`src/ipws_cfg.svh`:
```
// register map, field positions, reset values and counts of the interrupt selector
`ifndef IPWS_CFG_SVH
`define IPWS_CFG_SVH

// ==========================================================
// register offsets (byte addresses within the block)
`define IPWS_OFF_SET_ENABLE   12'h100
`define IPWS_OFF_CLR_ENABLE   12'h180
`define IPWS_OFF_SET_PENDING  12'h200
`define IPWS_OFF_CLR_PENDING  12'h280
`define IPWS_OFF_ACTIVE       12'h300
`define IPWS_OFF_PRIO_BASE    12'h400
`define IPWS_OFF_PRIO_LAST    12'h40c
`define IPWS_OFF_WAKE_STATUS  12'h500
`define IPWS_OFF_SEL_STATUS   12'h504

// ==========================================================
// field layout and reset values
`define IPWS_NUM_SRC          14
`define IPWS_PRIO_LSB         5
`define IPWS_LANE_W           8
`define IPWS_PRIO_RESET       3'h0
`define IPWS_WAKE_MASK        14'h040f
`define IPWS_ADDR_W           12

`endif

```
`src/ipws_pkg.sv`:
```
// types shared by the interrupt priority and wake selector
package ipws_pkg;

	typedef logic [2:0] ipws_prio_t;
	typedef logic [3:0] ipws_idx_t;

	typedef enum logic [2:0] {
		IPWS_ACTIVE    = 3'b001,
		IPWS_SLEEPING  = 3'b010,
		IPWS_HIBERNATE = 3'b100
	} ipws_power_e;

endpackage : ipws_pkg

```
`src/ipws_top.sv`:
```
// interrupt enable, pending, priority arbitration and hibernate wake selection
// ==========================================================
// Summary of operation
// fourteen request inputs at fixed positions 0 to 13.
// only positions 0, 1, 2, 3 and 10 wake the core from hibernate.
// any wake event returns the power state to active.
// each source has a 3-bit priority, 0 most urgent, 7 least.
// programmable level 0 still ranks below reset, nmi and hard fault.
// all priority fields reset to level zero.
// equal levels resolve to the lower position number.
// set-enable and clear-enable writes change each source's enable state.
// priority registers one to three hold four sources, register four two; one 8-bit lane each.
// first register fields at 7:5, 15:13, 23:21, 31:29; rest reserved.
// field code 000 is most urgent, 111 least urgent.
// registers two to four repeat the lane layout for positions 4 to 13.
// software sets the watchdog to reset the device, not rely on interrupt.
// enable and pending set/clear registers act only on bits written one.
// disabled sources still pend but are never selected.
// every cycle the arbiter presents the best enabled pending source; the code presents none while nmi or hard fault is raised.
`include "ipws_cfg.svh"

module ipws_top #(
	parameter int NUM_SRC = `IPWS_NUM_SRC
) (
	// clock and reset
	input  wire logic                    pclk,
	input  wire logic                    presetn,
	// apb slave
	input  wire logic                    psel,
	input  wire logic                    penable,
	input  wire logic                    pwrite,
	input  wire logic [`IPWS_ADDR_W-1:0] paddr,
	input  wire logic [31:0]             pwdata,
	output logic      [31:0]             prdata,
	output logic                         pready,
	output logic                         pslverr,
	// peripheral request lines
	input  wire logic [NUM_SRC-1:0]      irq_req,
	// core side: higher-ranked exceptions
	input  wire logic                    nmi_req,
	input  wire logic                    hard_fault_req,
	// core side: power state and exception return
	input  wire logic                    sleep_enter,
	input  wire logic                    hibernate_enter,
	input  wire logic                    irq_ack,
	input  wire logic                    exc_return,
	// core side: selection outputs
	output logic                         irq_valid,
	output ipws_pkg::ipws_idx_t          irq_id,
	output ipws_pkg::ipws_prio_t         irq_level,
	output logic                         sys_exc_valid,
	output logic                         wake_event,
	output logic                         core_active
);

	localparam logic [NUM_SRC-1:0] WAKE_MASK = NUM_SRC'(`IPWS_WAKE_MASK);

	// ==========================================================
	// input synchronisers: three stages, change accepted when last two agree
	logic [NUM_SRC-1:0] req_s1_q;
	logic [NUM_SRC-1:0] req_s2_q;
	logic [NUM_SRC-1:0] req_s3_q;
	logic [NUM_SRC-1:0] req_q;

	always_ff @(posedge pclk or negedge presetn) begin
		if (!presetn) begin
			req_s1_q <= '0;
			req_s2_q <= '0;
			req_s3_q <= '0;
		end else begin
			req_s1_q <= irq_req;
			req_s2_q <= req_s1_q;
			req_s3_q <= req_s2_q;
		end
	end

	// filtered level: update bitwise only where stages two and three agree
	always_ff @(posedge pclk or negedge presetn) begin
		if (!presetn) begin
			req_q <= '0;
		end else begin
			req_q <= (req_q & (req_s2_q ^ req_s3_q)) |
				(req_s3_q & ~(req_s2_q ^ req_s3_q));
		end
	end

	logic [NUM_SRC-1:0] req_d1_q;
	logic [NUM_SRC-1:0] req_rise;

	always_ff @(posedge pclk or negedge presetn) begin
		if (!presetn) begin
			req_d1_q <= '0;
		end else begin
			req_d1_q <= req_q;
		end
	end

	assign req_rise = req_q & ~req_d1_q;

	// ==========================================================
	// apb decode
	logic wr_en;
	logic rd_setup;
	logic addr_ok;

	// writes to unmapped or unaligned addresses are dropped
	assign pready   = 1'b1;
	assign wr_en    = psel & penable & pwrite & addr_ok;
	assign rd_setup = psel & ~penable & ~pwrite;
	assign pslverr  = psel & penable & ~addr_ok;

	always_comb begin
		addr_ok = 1'b0;
		case (paddr)
			`IPWS_OFF_SET_ENABLE, `IPWS_OFF_CLR_ENABLE,
			`IPWS_OFF_SET_PENDING, `IPWS_OFF_CLR_PENDING,
			`IPWS_OFF_ACTIVE, `IPWS_OFF_WAKE_STATUS,
			`IPWS_OFF_SEL_STATUS: addr_ok = 1'b1;
			default: addr_ok = (paddr >= `IPWS_OFF_PRIO_BASE) &&
				(paddr <= `IPWS_OFF_PRIO_LAST) && (paddr[1:0] == 2'b00);
		endcase
	end

	logic [NUM_SRC-1:0] wdat;
	assign wdat = pwdata[NUM_SRC-1:0];

	// ==========================================================
	// enable state
	logic [NUM_SRC-1:0] enable_q;

	always_ff @(posedge pclk or negedge presetn) begin
		if (!presetn) begin
			enable_q <= '0;
		end else if (wr_en && paddr == `IPWS_OFF_SET_ENABLE) begin
			enable_q <= enable_q | wdat;
		end else if (wr_en && paddr == `IPWS_OFF_CLR_ENABLE) begin
			enable_q <= enable_q & ~wdat;
		end
	end

	// ==========================================================
	// pending and active state
	logic [NUM_SRC-1:0] pending_q;
	logic [NUM_SRC-1:0] active_q;
	logic [NUM_SRC-1:0] sw_set_pend;
	logic [NUM_SRC-1:0] sw_clr_pend;
	logic [NUM_SRC-1:0] take_oh;

	assign sw_set_pend = (wr_en && paddr == `IPWS_OFF_SET_PENDING) ? wdat : '0;
	assign sw_clr_pend = (wr_en && paddr == `IPWS_OFF_CLR_PENDING) ? wdat : '0;

	// a request arriving with a clear keeps its pending bit (set wins)
	always_ff @(posedge pclk or negedge presetn) begin
		if (!presetn) begin
			pending_q <= '0;
		end else begin
			pending_q <= ((pending_q & ~sw_clr_pend & ~take_oh) | req_rise | sw_set_pend);
		end
	end

	// active bits persist across disable until exception return; a take in that cycle wins
	always_ff @(posedge pclk or negedge presetn) begin
		if (!presetn) begin
			active_q <= '0;
		end else if (exc_return) begin
			active_q <= take_oh;
		end else begin
			active_q <= active_q | take_oh;
		end
	end

	// ==========================================================
	// priority registers, one 3-bit field per 8-bit lane
	ipws_pkg::ipws_prio_t prio_q [NUM_SRC];
	logic [1:0]           prio_reg;
	assign prio_reg = paddr[3:2];

	always_ff @(posedge pclk or negedge presetn) begin
		if (!presetn) begin
			for (int i = 0; i < NUM_SRC; i++) begin
				prio_q[i] <= `IPWS_PRIO_RESET;
			end
		end else if (wr_en && paddr >= `IPWS_OFF_PRIO_BASE && paddr <= `IPWS_OFF_PRIO_LAST) begin
			for (int i = 0; i < NUM_SRC; i++) begin
				if (i / 4 == int'(prio_reg)) begin
					prio_q[i] <= pwdata[(i % 4) * `IPWS_LANE_W + `IPWS_PRIO_LSB +: 3];
				end
			end
		end
	end

	// ==========================================================
	// arbiter: lowest code wins, then lowest position
	logic                 cand_valid;
	ipws_pkg::ipws_idx_t  cand_id;
	ipws_pkg::ipws_prio_t cand_lvl;
	logic [NUM_SRC-1:0]   eligible;

	assign eligible = pending_q & enable_q;

	always_comb begin
		cand_valid = 1'b0;
		cand_id    = '0;
		cand_lvl   = 3'h7;
		for (int i = 0; i < NUM_SRC; i++) begin
			if (eligible[i] && (!cand_valid || prio_q[i] < cand_lvl)) begin
				cand_valid = 1'b1;
				cand_id    = ipws_pkg::ipws_idx_t'(i);
				cand_lvl   = prio_q[i];
			end
		end
	end

	// nmi and hard fault mask every programmable level
	logic sys_exc;
	assign sys_exc = nmi_req | hard_fault_req;

	always_ff @(posedge pclk or negedge presetn) begin
		if (!presetn) begin
			irq_valid     <= 1'b0;
			irq_id        <= '0;
			irq_level     <= '0;
			sys_exc_valid <= 1'b0;
		end else begin
			irq_valid     <= cand_valid & ~sys_exc;
			irq_id        <= cand_id;
			irq_level     <= cand_lvl;
			sys_exc_valid <= sys_exc;
		end
	end

	// acceptance moves the presented source from pending to active
	always_comb begin
		take_oh = '0;
		if (irq_ack && irq_valid) begin
			take_oh[irq_id] = 1'b1;
		end
	end

	// ==========================================================
	// power state and wake selection
	ipws_pkg::ipws_power_e pwr_q;
	logic                  wake_any;

	always_comb begin
		case (pwr_q)
			ipws_pkg::IPWS_HIBERNATE: wake_any = |(req_rise & WAKE_MASK);
			ipws_pkg::IPWS_SLEEPING:  wake_any = |(req_rise & enable_q);
			default:                  wake_any = 1'b0;
		endcase
	end

	always_ff @(posedge pclk or negedge presetn) begin
		if (!presetn) begin
			pwr_q <= ipws_pkg::IPWS_ACTIVE;
		end else begin
			case (pwr_q)
				ipws_pkg::IPWS_ACTIVE: begin
					if (hibernate_enter) begin
						pwr_q <= ipws_pkg::IPWS_HIBERNATE;
					end else if (sleep_enter) begin
						pwr_q <= ipws_pkg::IPWS_SLEEPING;
					end
				end
				ipws_pkg::IPWS_SLEEPING, ipws_pkg::IPWS_HIBERNATE: begin
					if (wake_any || sys_exc) begin
						pwr_q <= ipws_pkg::IPWS_ACTIVE;
					end
				end
				default: pwr_q <= ipws_pkg::IPWS_ACTIVE;
			endcase
		end
	end

	always_ff @(posedge pclk or negedge presetn) begin
		if (!presetn) begin
			wake_event <= 1'b0;
		end else begin
			wake_event <= (pwr_q != ipws_pkg::IPWS_ACTIVE) && (wake_any || sys_exc);
		end
	end

	assign core_active = (pwr_q == ipws_pkg::IPWS_ACTIVE);

	// ==========================================================
	// read data, captured at the end of the setup phase
	logic [31:0] rd_d;
	logic [31:0] prio_word;

	always_comb begin
		prio_word = '0;
		for (int i = 0; i < NUM_SRC; i++) begin
			if (i / 4 == int'(prio_reg)) begin
				prio_word[(i % 4) * `IPWS_LANE_W + `IPWS_PRIO_LSB +: 3] = prio_q[i];
			end
		end
	end

	always_comb begin
		rd_d = '0;
		case (paddr)
			`IPWS_OFF_SET_ENABLE, `IPWS_OFF_CLR_ENABLE: rd_d[NUM_SRC-1:0] = enable_q;
			`IPWS_OFF_SET_PENDING, `IPWS_OFF_CLR_PENDING: rd_d[NUM_SRC-1:0] = pending_q;
			`IPWS_OFF_ACTIVE:      rd_d[NUM_SRC-1:0] = active_q;
			`IPWS_OFF_WAKE_STATUS: rd_d = {29'h0, pwr_q};
			`IPWS_OFF_SEL_STATUS:  rd_d = {20'h0, cand_valid, cand_lvl, 4'h0, cand_id};
			default:               rd_d = addr_ok ? prio_word : 32'h0;
		endcase
	end

	// zero-wait read from a flop: returns state as of the setup edge
	always_ff @(posedge pclk or negedge presetn) begin
		if (!presetn) begin
			prdata <= 32'h0;
		end else begin
			prdata <= rd_setup ? rd_d : 32'h0;
		end
	end

	// ==========================================================
	// checks
	hib_wake_a: assert property (@(posedge pclk) disable iff (!presetn)
		(pwr_q == ipws_pkg::IPWS_HIBERNATE && !sys_exc && (req_rise & WAKE_MASK) == '0)
			|=> (pwr_q == ipws_pkg::IPWS_HIBERNATE))
		else $error("hibernate left without a wake source");

	wake_active_a: assert property (@(posedge pclk) disable iff (!presetn)
		(pwr_q != ipws_pkg::IPWS_ACTIVE && wake_any) |=> core_active)
		else $error("wake did not return to active");

	disabled_never_a: assert property (@(posedge pclk) disable iff (!presetn)
		irq_valid |-> ((($past(enable_q) >> irq_id) & NUM_SRC'(1)) != '0))
		else $error("disabled source presented");

	sys_mask_a: assert property (@(posedge pclk) disable iff (!presetn)
		sys_exc |=> (!irq_valid && sys_exc_valid))
		else $error("programmable irq not masked by nmi or fault");

	best_level_a: assert property (@(posedge pclk) disable iff (!presetn)
		cand_valid |-> (eligible[cand_id] && prio_q[cand_id] == cand_lvl))
		else $error("arbiter picked an ineligible source");

	logic [NUM_SRC-1:0] beats_cand;
	always_comb begin
		for (int i = 0; i < NUM_SRC; i++) begin
			beats_cand[i] = eligible[i] && (prio_q[i] < cand_lvl ||
				(prio_q[i] == cand_lvl && i < int'(cand_id)));
		end
	end
	best_rank_a: assert property (@(posedge pclk) disable iff (!presetn)
		cand_valid |-> (beats_cand == '0))
		else $error("a more urgent source was passed over");

	set_en_a: assert property (@(posedge pclk) disable iff (!presetn)
		(wr_en && paddr == `IPWS_OFF_SET_ENABLE) |=> ((enable_q & $past(wdat)) == $past(wdat)))
		else $error("set-enable did not enable");

	zero_write_a: assert property (@(posedge pclk) disable iff (!presetn)
		(wr_en && paddr == `IPWS_OFF_CLR_ENABLE) |=> ((enable_q & ~$past(wdat)) == ($past(enable_q) & ~$past(wdat))))
		else $error("clear-enable touched a bit written zero");

	pend_keep_a: assert property (@(posedge pclk) disable iff (!presetn)
		(req_rise != '0) |=> ((pending_q & $past(req_rise)) == $past(req_rise)))
		else $error("request did not pend");

	present_a: assert property (@(posedge pclk) disable iff (!presetn)
		(cand_valid && !sys_exc) |=> (irq_valid && irq_id == $past(cand_id)))
		else $error("arbiter result not presented");

endmodule : ipws_top

```
`config.mk`:
```
export PLATFORM = sky130hd
export DESIGN_NAME = ipws_top
export DESIGN_NICKNAME = d
export VERILOG_FILES = /design/src/ipws_pkg.sv /design/src/ipws_top.sv
export VERILOG_INCLUDE_DIRS = /design/src
export SDC_FILE = /design/constraint.sdc
export NUM_CORES = 1
export LEC_CHECK = 0
export BUFFER_PORTS_ARGS = -buffer_cell sky130_fd_sc_hd__buf_2
export CAP_MARGIN = 40
export CORE_MARGIN = 2
export CORE_UTILIZATION = 30
export CTS_CLUSTER_DIAMETER = 120
export DETAILED_ROUTE_END_ITERATION = 7
export SLEW_MARGIN = 20
export SYNTH_ARGS = -nofsm -noshare
export SYNTH_HDL_FRONTEND = slang
export SYNTH_SLANG_ARGS = --single-unit
export TNS_END_PERCENT = 5
```
`constraint.sdc`:
```
create_clock -name pclk -period 42.5 [get_ports pclk]
set_input_delay 10.625 -clock pclk [delete_from_list [all_inputs] [get_ports pclk]]
set_output_delay 10.625 -clock pclk [all_outputs]
set_load 0.02 [all_outputs]
```
* Word-level counts from Yosys, hierarchy flattened
Cells that the tools add are included.
** Storage, ports and cells
- Memories :: 0
- Flip-flop bits (word level) :: 199
- Bits in latches :: 0
- Memory bits (writable) :: 0
- Memory bits (read-only) :: 0
** Operators by class
- Multiplexer cells :: 73
- Reductions and logical operators :: 65
- Multiply operators :: 0
- Div/mod/pow operators :: 0
- Shifts and indexed selects :: 0
- Add/sub/neg operators :: 0
- Equality and inequality tests :: 16
- Order comparisons :: 17
- Bitwise logic cells :: 31
** Operators with widths (number)
- $and 14x14->14 :: 8
- $mux 3 :: 31
- $mux 14 :: 6
- $not 14->14 :: 5
- $or 14x14->14 :: 5
- $pmux 14 s5 :: 1
- $mux 32 :: 2
- $mux 4 :: 12
- $lt 3x3->1 :: 13
- $eq 12x10->1 const B :: 3
- $eq 12x11->1 const B :: 2
- $eq 12x9->1 const B :: 2
- $logic_and 1x1->1 :: 24
- $mux 18 :: 1
- $mux 1 :: 17
- $logic_or 1x1->1 :: 14
- $reduce_or 14->1 :: 1
- $xor 14x14->14 :: 1
- $logic_not 1->1 :: 13
- $ge 12x11->1 const B :: 1
- $le 12x11->1 const B :: 1
- $reduce_and 2->1 :: 5
- $and 1x1->1 :: 7
- $reduce_or 7->1 :: 1
- 19 further kinds :: 26

* Longest topological paths before layout
- Depth in word-level cells :: 56
- Mapped depth :: 95

* Least setup slack after synthesis
Ideal clock, no wire load.
- Path type :: input to output
- From :: input paddr[2]
- To :: output pslverr
- Stages :: 7
- Buffers on the path :: 1
- Setup slack :: 19441 ps
- Data arrival time :: 12434 ps
- Required time :: 31875 ps
- Cell sequence :: clkbuf_1 -> nor2_1 -> nand3_1 -> nor4_1 -> or4_1 -> or3_1 -> nor2_1
** On the way
- Longest elaborated chain between the ends :: 6
- Elaborated cells between the ends (all ways) :: 15
- Those cells by class :: 2 x order compare; 7 x eq/ne; 1 x mux; 2 x bitwise; 3 x reduce/logical
** Ends and longest elaborated chain
- from (decl) :: RTL line ipws_top.sv:32 : input wire logic [`IPWS_ADDR_W-1:0] paddr,
- $ge 12x11->1 (no line) / $le 12x11->1 (equally long branches)
- $logic_and 1x1->1 (2 in series) :: RTL line ipws_top.sv:119 : default: addr_ok = (paddr >= `IPWS_OFF_PRIO_BASE) &&
- $mux 1 * :: RTL line ipws_top.sv:114 : case (paddr)
- $not 1->1 * :: RTL line ipws_top.sv:110 : assign pslverr = psel & penable & ~addr_ok;
- $and 1x1->1 * :: RTL line ipws_top.sv:110
- to (decl) :: RTL line ipws_top.sv:36 : output logic pslverr,
Every way passes the cells marked *; elsewhere a longest branch is shown, timed or not.

* Worst setup path after layout
- From :: input paddr[3]
- To :: output pslverr
Same word-level chain as after synthesis.

==> key figures <==
Clock tree
  – Num Clock Sinks: 189
  – H-tree lvl count: 4
  – CTS tree: done
  – Clk buf depth: 2
  – Num CTS Buffers: 17
  – Setup Buffers After CTS: 0
  – Cts repair resizes: 0
  – Root Driver: clkbuf_16
  – Clock-pin transition on the worst setup and hold timing paths: 0.08 ns
  – Clock Latency Late Sink: 0.44 ns
  – # hold bufs at CTS: 0

Floorplan
  – Die H: 181.7 um
  – Core area: 31310 um^2
  – Row count: 65
  – Die span in x: 181.7 um
  – Num ports: 114
  – Initial Utilization: 30.27%
  – Die footprint: 33030 um^2

Place
  – DP HPWL: 20.17 mm
  – Routability cong.: 0.8742
  – PortBufs: 92
  – Post-placement cell count: 1405

Drt
  – DR iter-0 viols: 541
  – ANT nets after route: 0
  – DR vias/cell: 5.218
  – Final wirelength: 26.48 mm
  – Drt drc: 0
  – 1st-pass router iterations: 7
  – Avg WL per Cell: 18.41 um
  – Vias: 7503

STA
  – Worst Max-Slew Pin Slew: 0.7421 ns
  – Max Slew Vio Count: 0
  – Fmax: 0.04271 GHz
  – Relative slew slack: 50.42%
  – Total Neg Setup Slack: 0 ns
  – Fin. Hold Viols: 0
  – Unrepaired setup endpoints after global routing: no
  – Final setup fails: 0
  – Final Cycle Share: 55.09%
  – Final critical-path required period: 23.41 ns
  – Final Skew: 0.01456 ns

Layout
  – Nets: 1106
  – Ant diodes: 0
  – Commonest non-fill, non-tap cells in the layout: 188 x dfrtp_1, 109 x nand2_1, 91 x buf_2
  – Layout cells sized above 1: 20.56%
  – Most common cell after layout, fill and taps aside: dfrtp_1
  – Synthesis-to-finish area growth: 16.71%
  – Non-filler cells, final: 1438

Critical path
  – CP max-delay cell: or4_1
  – CP top delay family: simple AND/OR/NAND/NOR gates
  – CP bufs+invs: 3
  – WS Path Type: input pin to output pin
  – Worst path max stage delay: 0.52 ns
  – WP data arrival: 12.79 ns
  – Critical-path cell list: buf_2 -> nor2_1 -> nand3_1 -> nor4_2 -> buf_4 -> or4_1 -> or3_1 -> nor2_1 -> buf_2
  – Crit path capture type: output pin
  – CP Max Fanout: 19
  – Req. time, crit path: 31.87 ns
  – CP Launch Type: input pin

Logic synthesis
  – Yosys cell types: 89
  – Async SR Flop Fraction: 100.0%
  – Sequential fraction of the synthesis area: 49.92%
  – Post-synth EDFFs: 0
  – Main synth FF type: dfrtp_1
  – Yosys reg bits: 189
  – Cell area after synthesis: 9477 um^2
  – Post-Syn Instances: 930
  – Ys Warns: 0
  – Post-Syn Area per Cell: 10.19 um^2

Power
  – Max VDD drop: 0.00002493 V
  – Static leakage: 4.962 nW
  – PnR Total Power: 0.3817 mW
  – PwrDens: 34.51 nW/um^2

Global route
  – Global route overflow: 0
  – Vias in the first global route: 7343
  – GRT Util Overall: 16.34%
  – Maximum number of pins on one net before global-route repair: 81
  – First-pass GRT wire length: 41.90 mm
  – Initial antenna violation count: 4

Worst hold path
  – Hold Path Class: register to register

Job
  – Maxcap violations: 0

Run status
  – Run status: completed
## cell usage after synthesis, types with 10 or more instances
cell | instances | area [um^2]
mux2_2 | 37 | 416.7
nor2_1 | 70 | 262.8
dfrtp_1 | 188 | 4705
nor3_1 | 12 | 60.06
buf_4 | 12 | 90.09
mux2i_1 | 12 | 120.1
and3_1 | 10 | 62.56
nor2b_1 | 20 | 125.1
ha_1 | 14 | 175.2
and2_1 | 12 | 75.07
inv_1 | 37 | 138.9
nand2b_1 | 13 | 81.33
a21o_1 | 10 | 75.07
o21ai_0 | 51 | 255.2
nand2_1 | 109 | 409.1
maj3_1 | 17 | 170.2
a31oi_1 | 21 | 131.4
a21oi_1 | 65 | 325.3
nand3_1 | 28 | 140.1
clkbuf_1 | 22 | 82.58
## stage by stage
stage | instance area, um^2 | utilization [%] | setup slack, ns | hold WS, ns
2_1_floorplan | 9510 | - | 19.44 | 0.3312
3_3_place_gp | 10360 | 33.08 | 19.00 | 0.3325
3_5_place_dp | 10430 | 33.31 | 19.10 | 0.3347
4_1_cts | 11050 | 35.28 | 19.09 | 0.3534
5_1_grt | 11060 | 35.32 | 18.96 | 0.3610
6_report | 11060 | 35.32 | 19.09 | 0.3517
## cells by family after synthesis
logic type	synth area share [%]
and+or+nand+nor	16.27
AOI/OAI and AO/OA	18.83
DFF	49.92
buffers and inverters	3.644
muxes	7.407
adders and majority gates	3.763
other	0.07925
xor gates and xnor gates	0.09244
## final cells by class
type | instances | area (um^2)
clock buffer | 17 | 425.4
clock inverter | 15 | 191.4
fill | 3157 | 20250
inverter | 37 | 138.9
multi-input combinational | 673 | 4457
sequential | 189 | 4731
tap | 402 | 503.0
timing repair buffer | 105 | 614.3
## power by group
part,leakage (nW),internal (mW),switching [mW]
logic,2.33,0.00959,0.0171
registers,2.34,0.187,0.00451
clock network,0.295,0.0806,0.0833
## routing by layer
layer,vias up,track usage [%],wire length (um)
li1,3551,-,-
met1,3686,21.51,11650
met2,225,26.44,12450
met3,35,4.392,1843
met4,6,4.780,500
met5,-,0,28
## worst paths after layout
path | from | endpoint | slack [ns] | cells after the start
worst min-delay path | req_s1_q[10]$_DFF_PN0_ | req_s2_q[10]$_DFF_PN0_ | 0.35 | 0
worst min register to register | req_s1_q[10]$_DFF_PN0_ | req_s2_q[10]$_DFF_PN0_ | 0.35 | 0
max in group asynchronous | presetn | prdata[5]$_DFF_PN0_ | 31.46 | 3
worst max-delay path | paddr[3] | pslverr | 19.09 | 9
worst max register to register | register | prdata[9]$_DFF_PN0_ | 24.02 | 88
min in group asynchronous | presetn | req_s1_q[13]$_DFF_PN0_ | 10.06 | 1
Power figures use the tool's default switching activity.
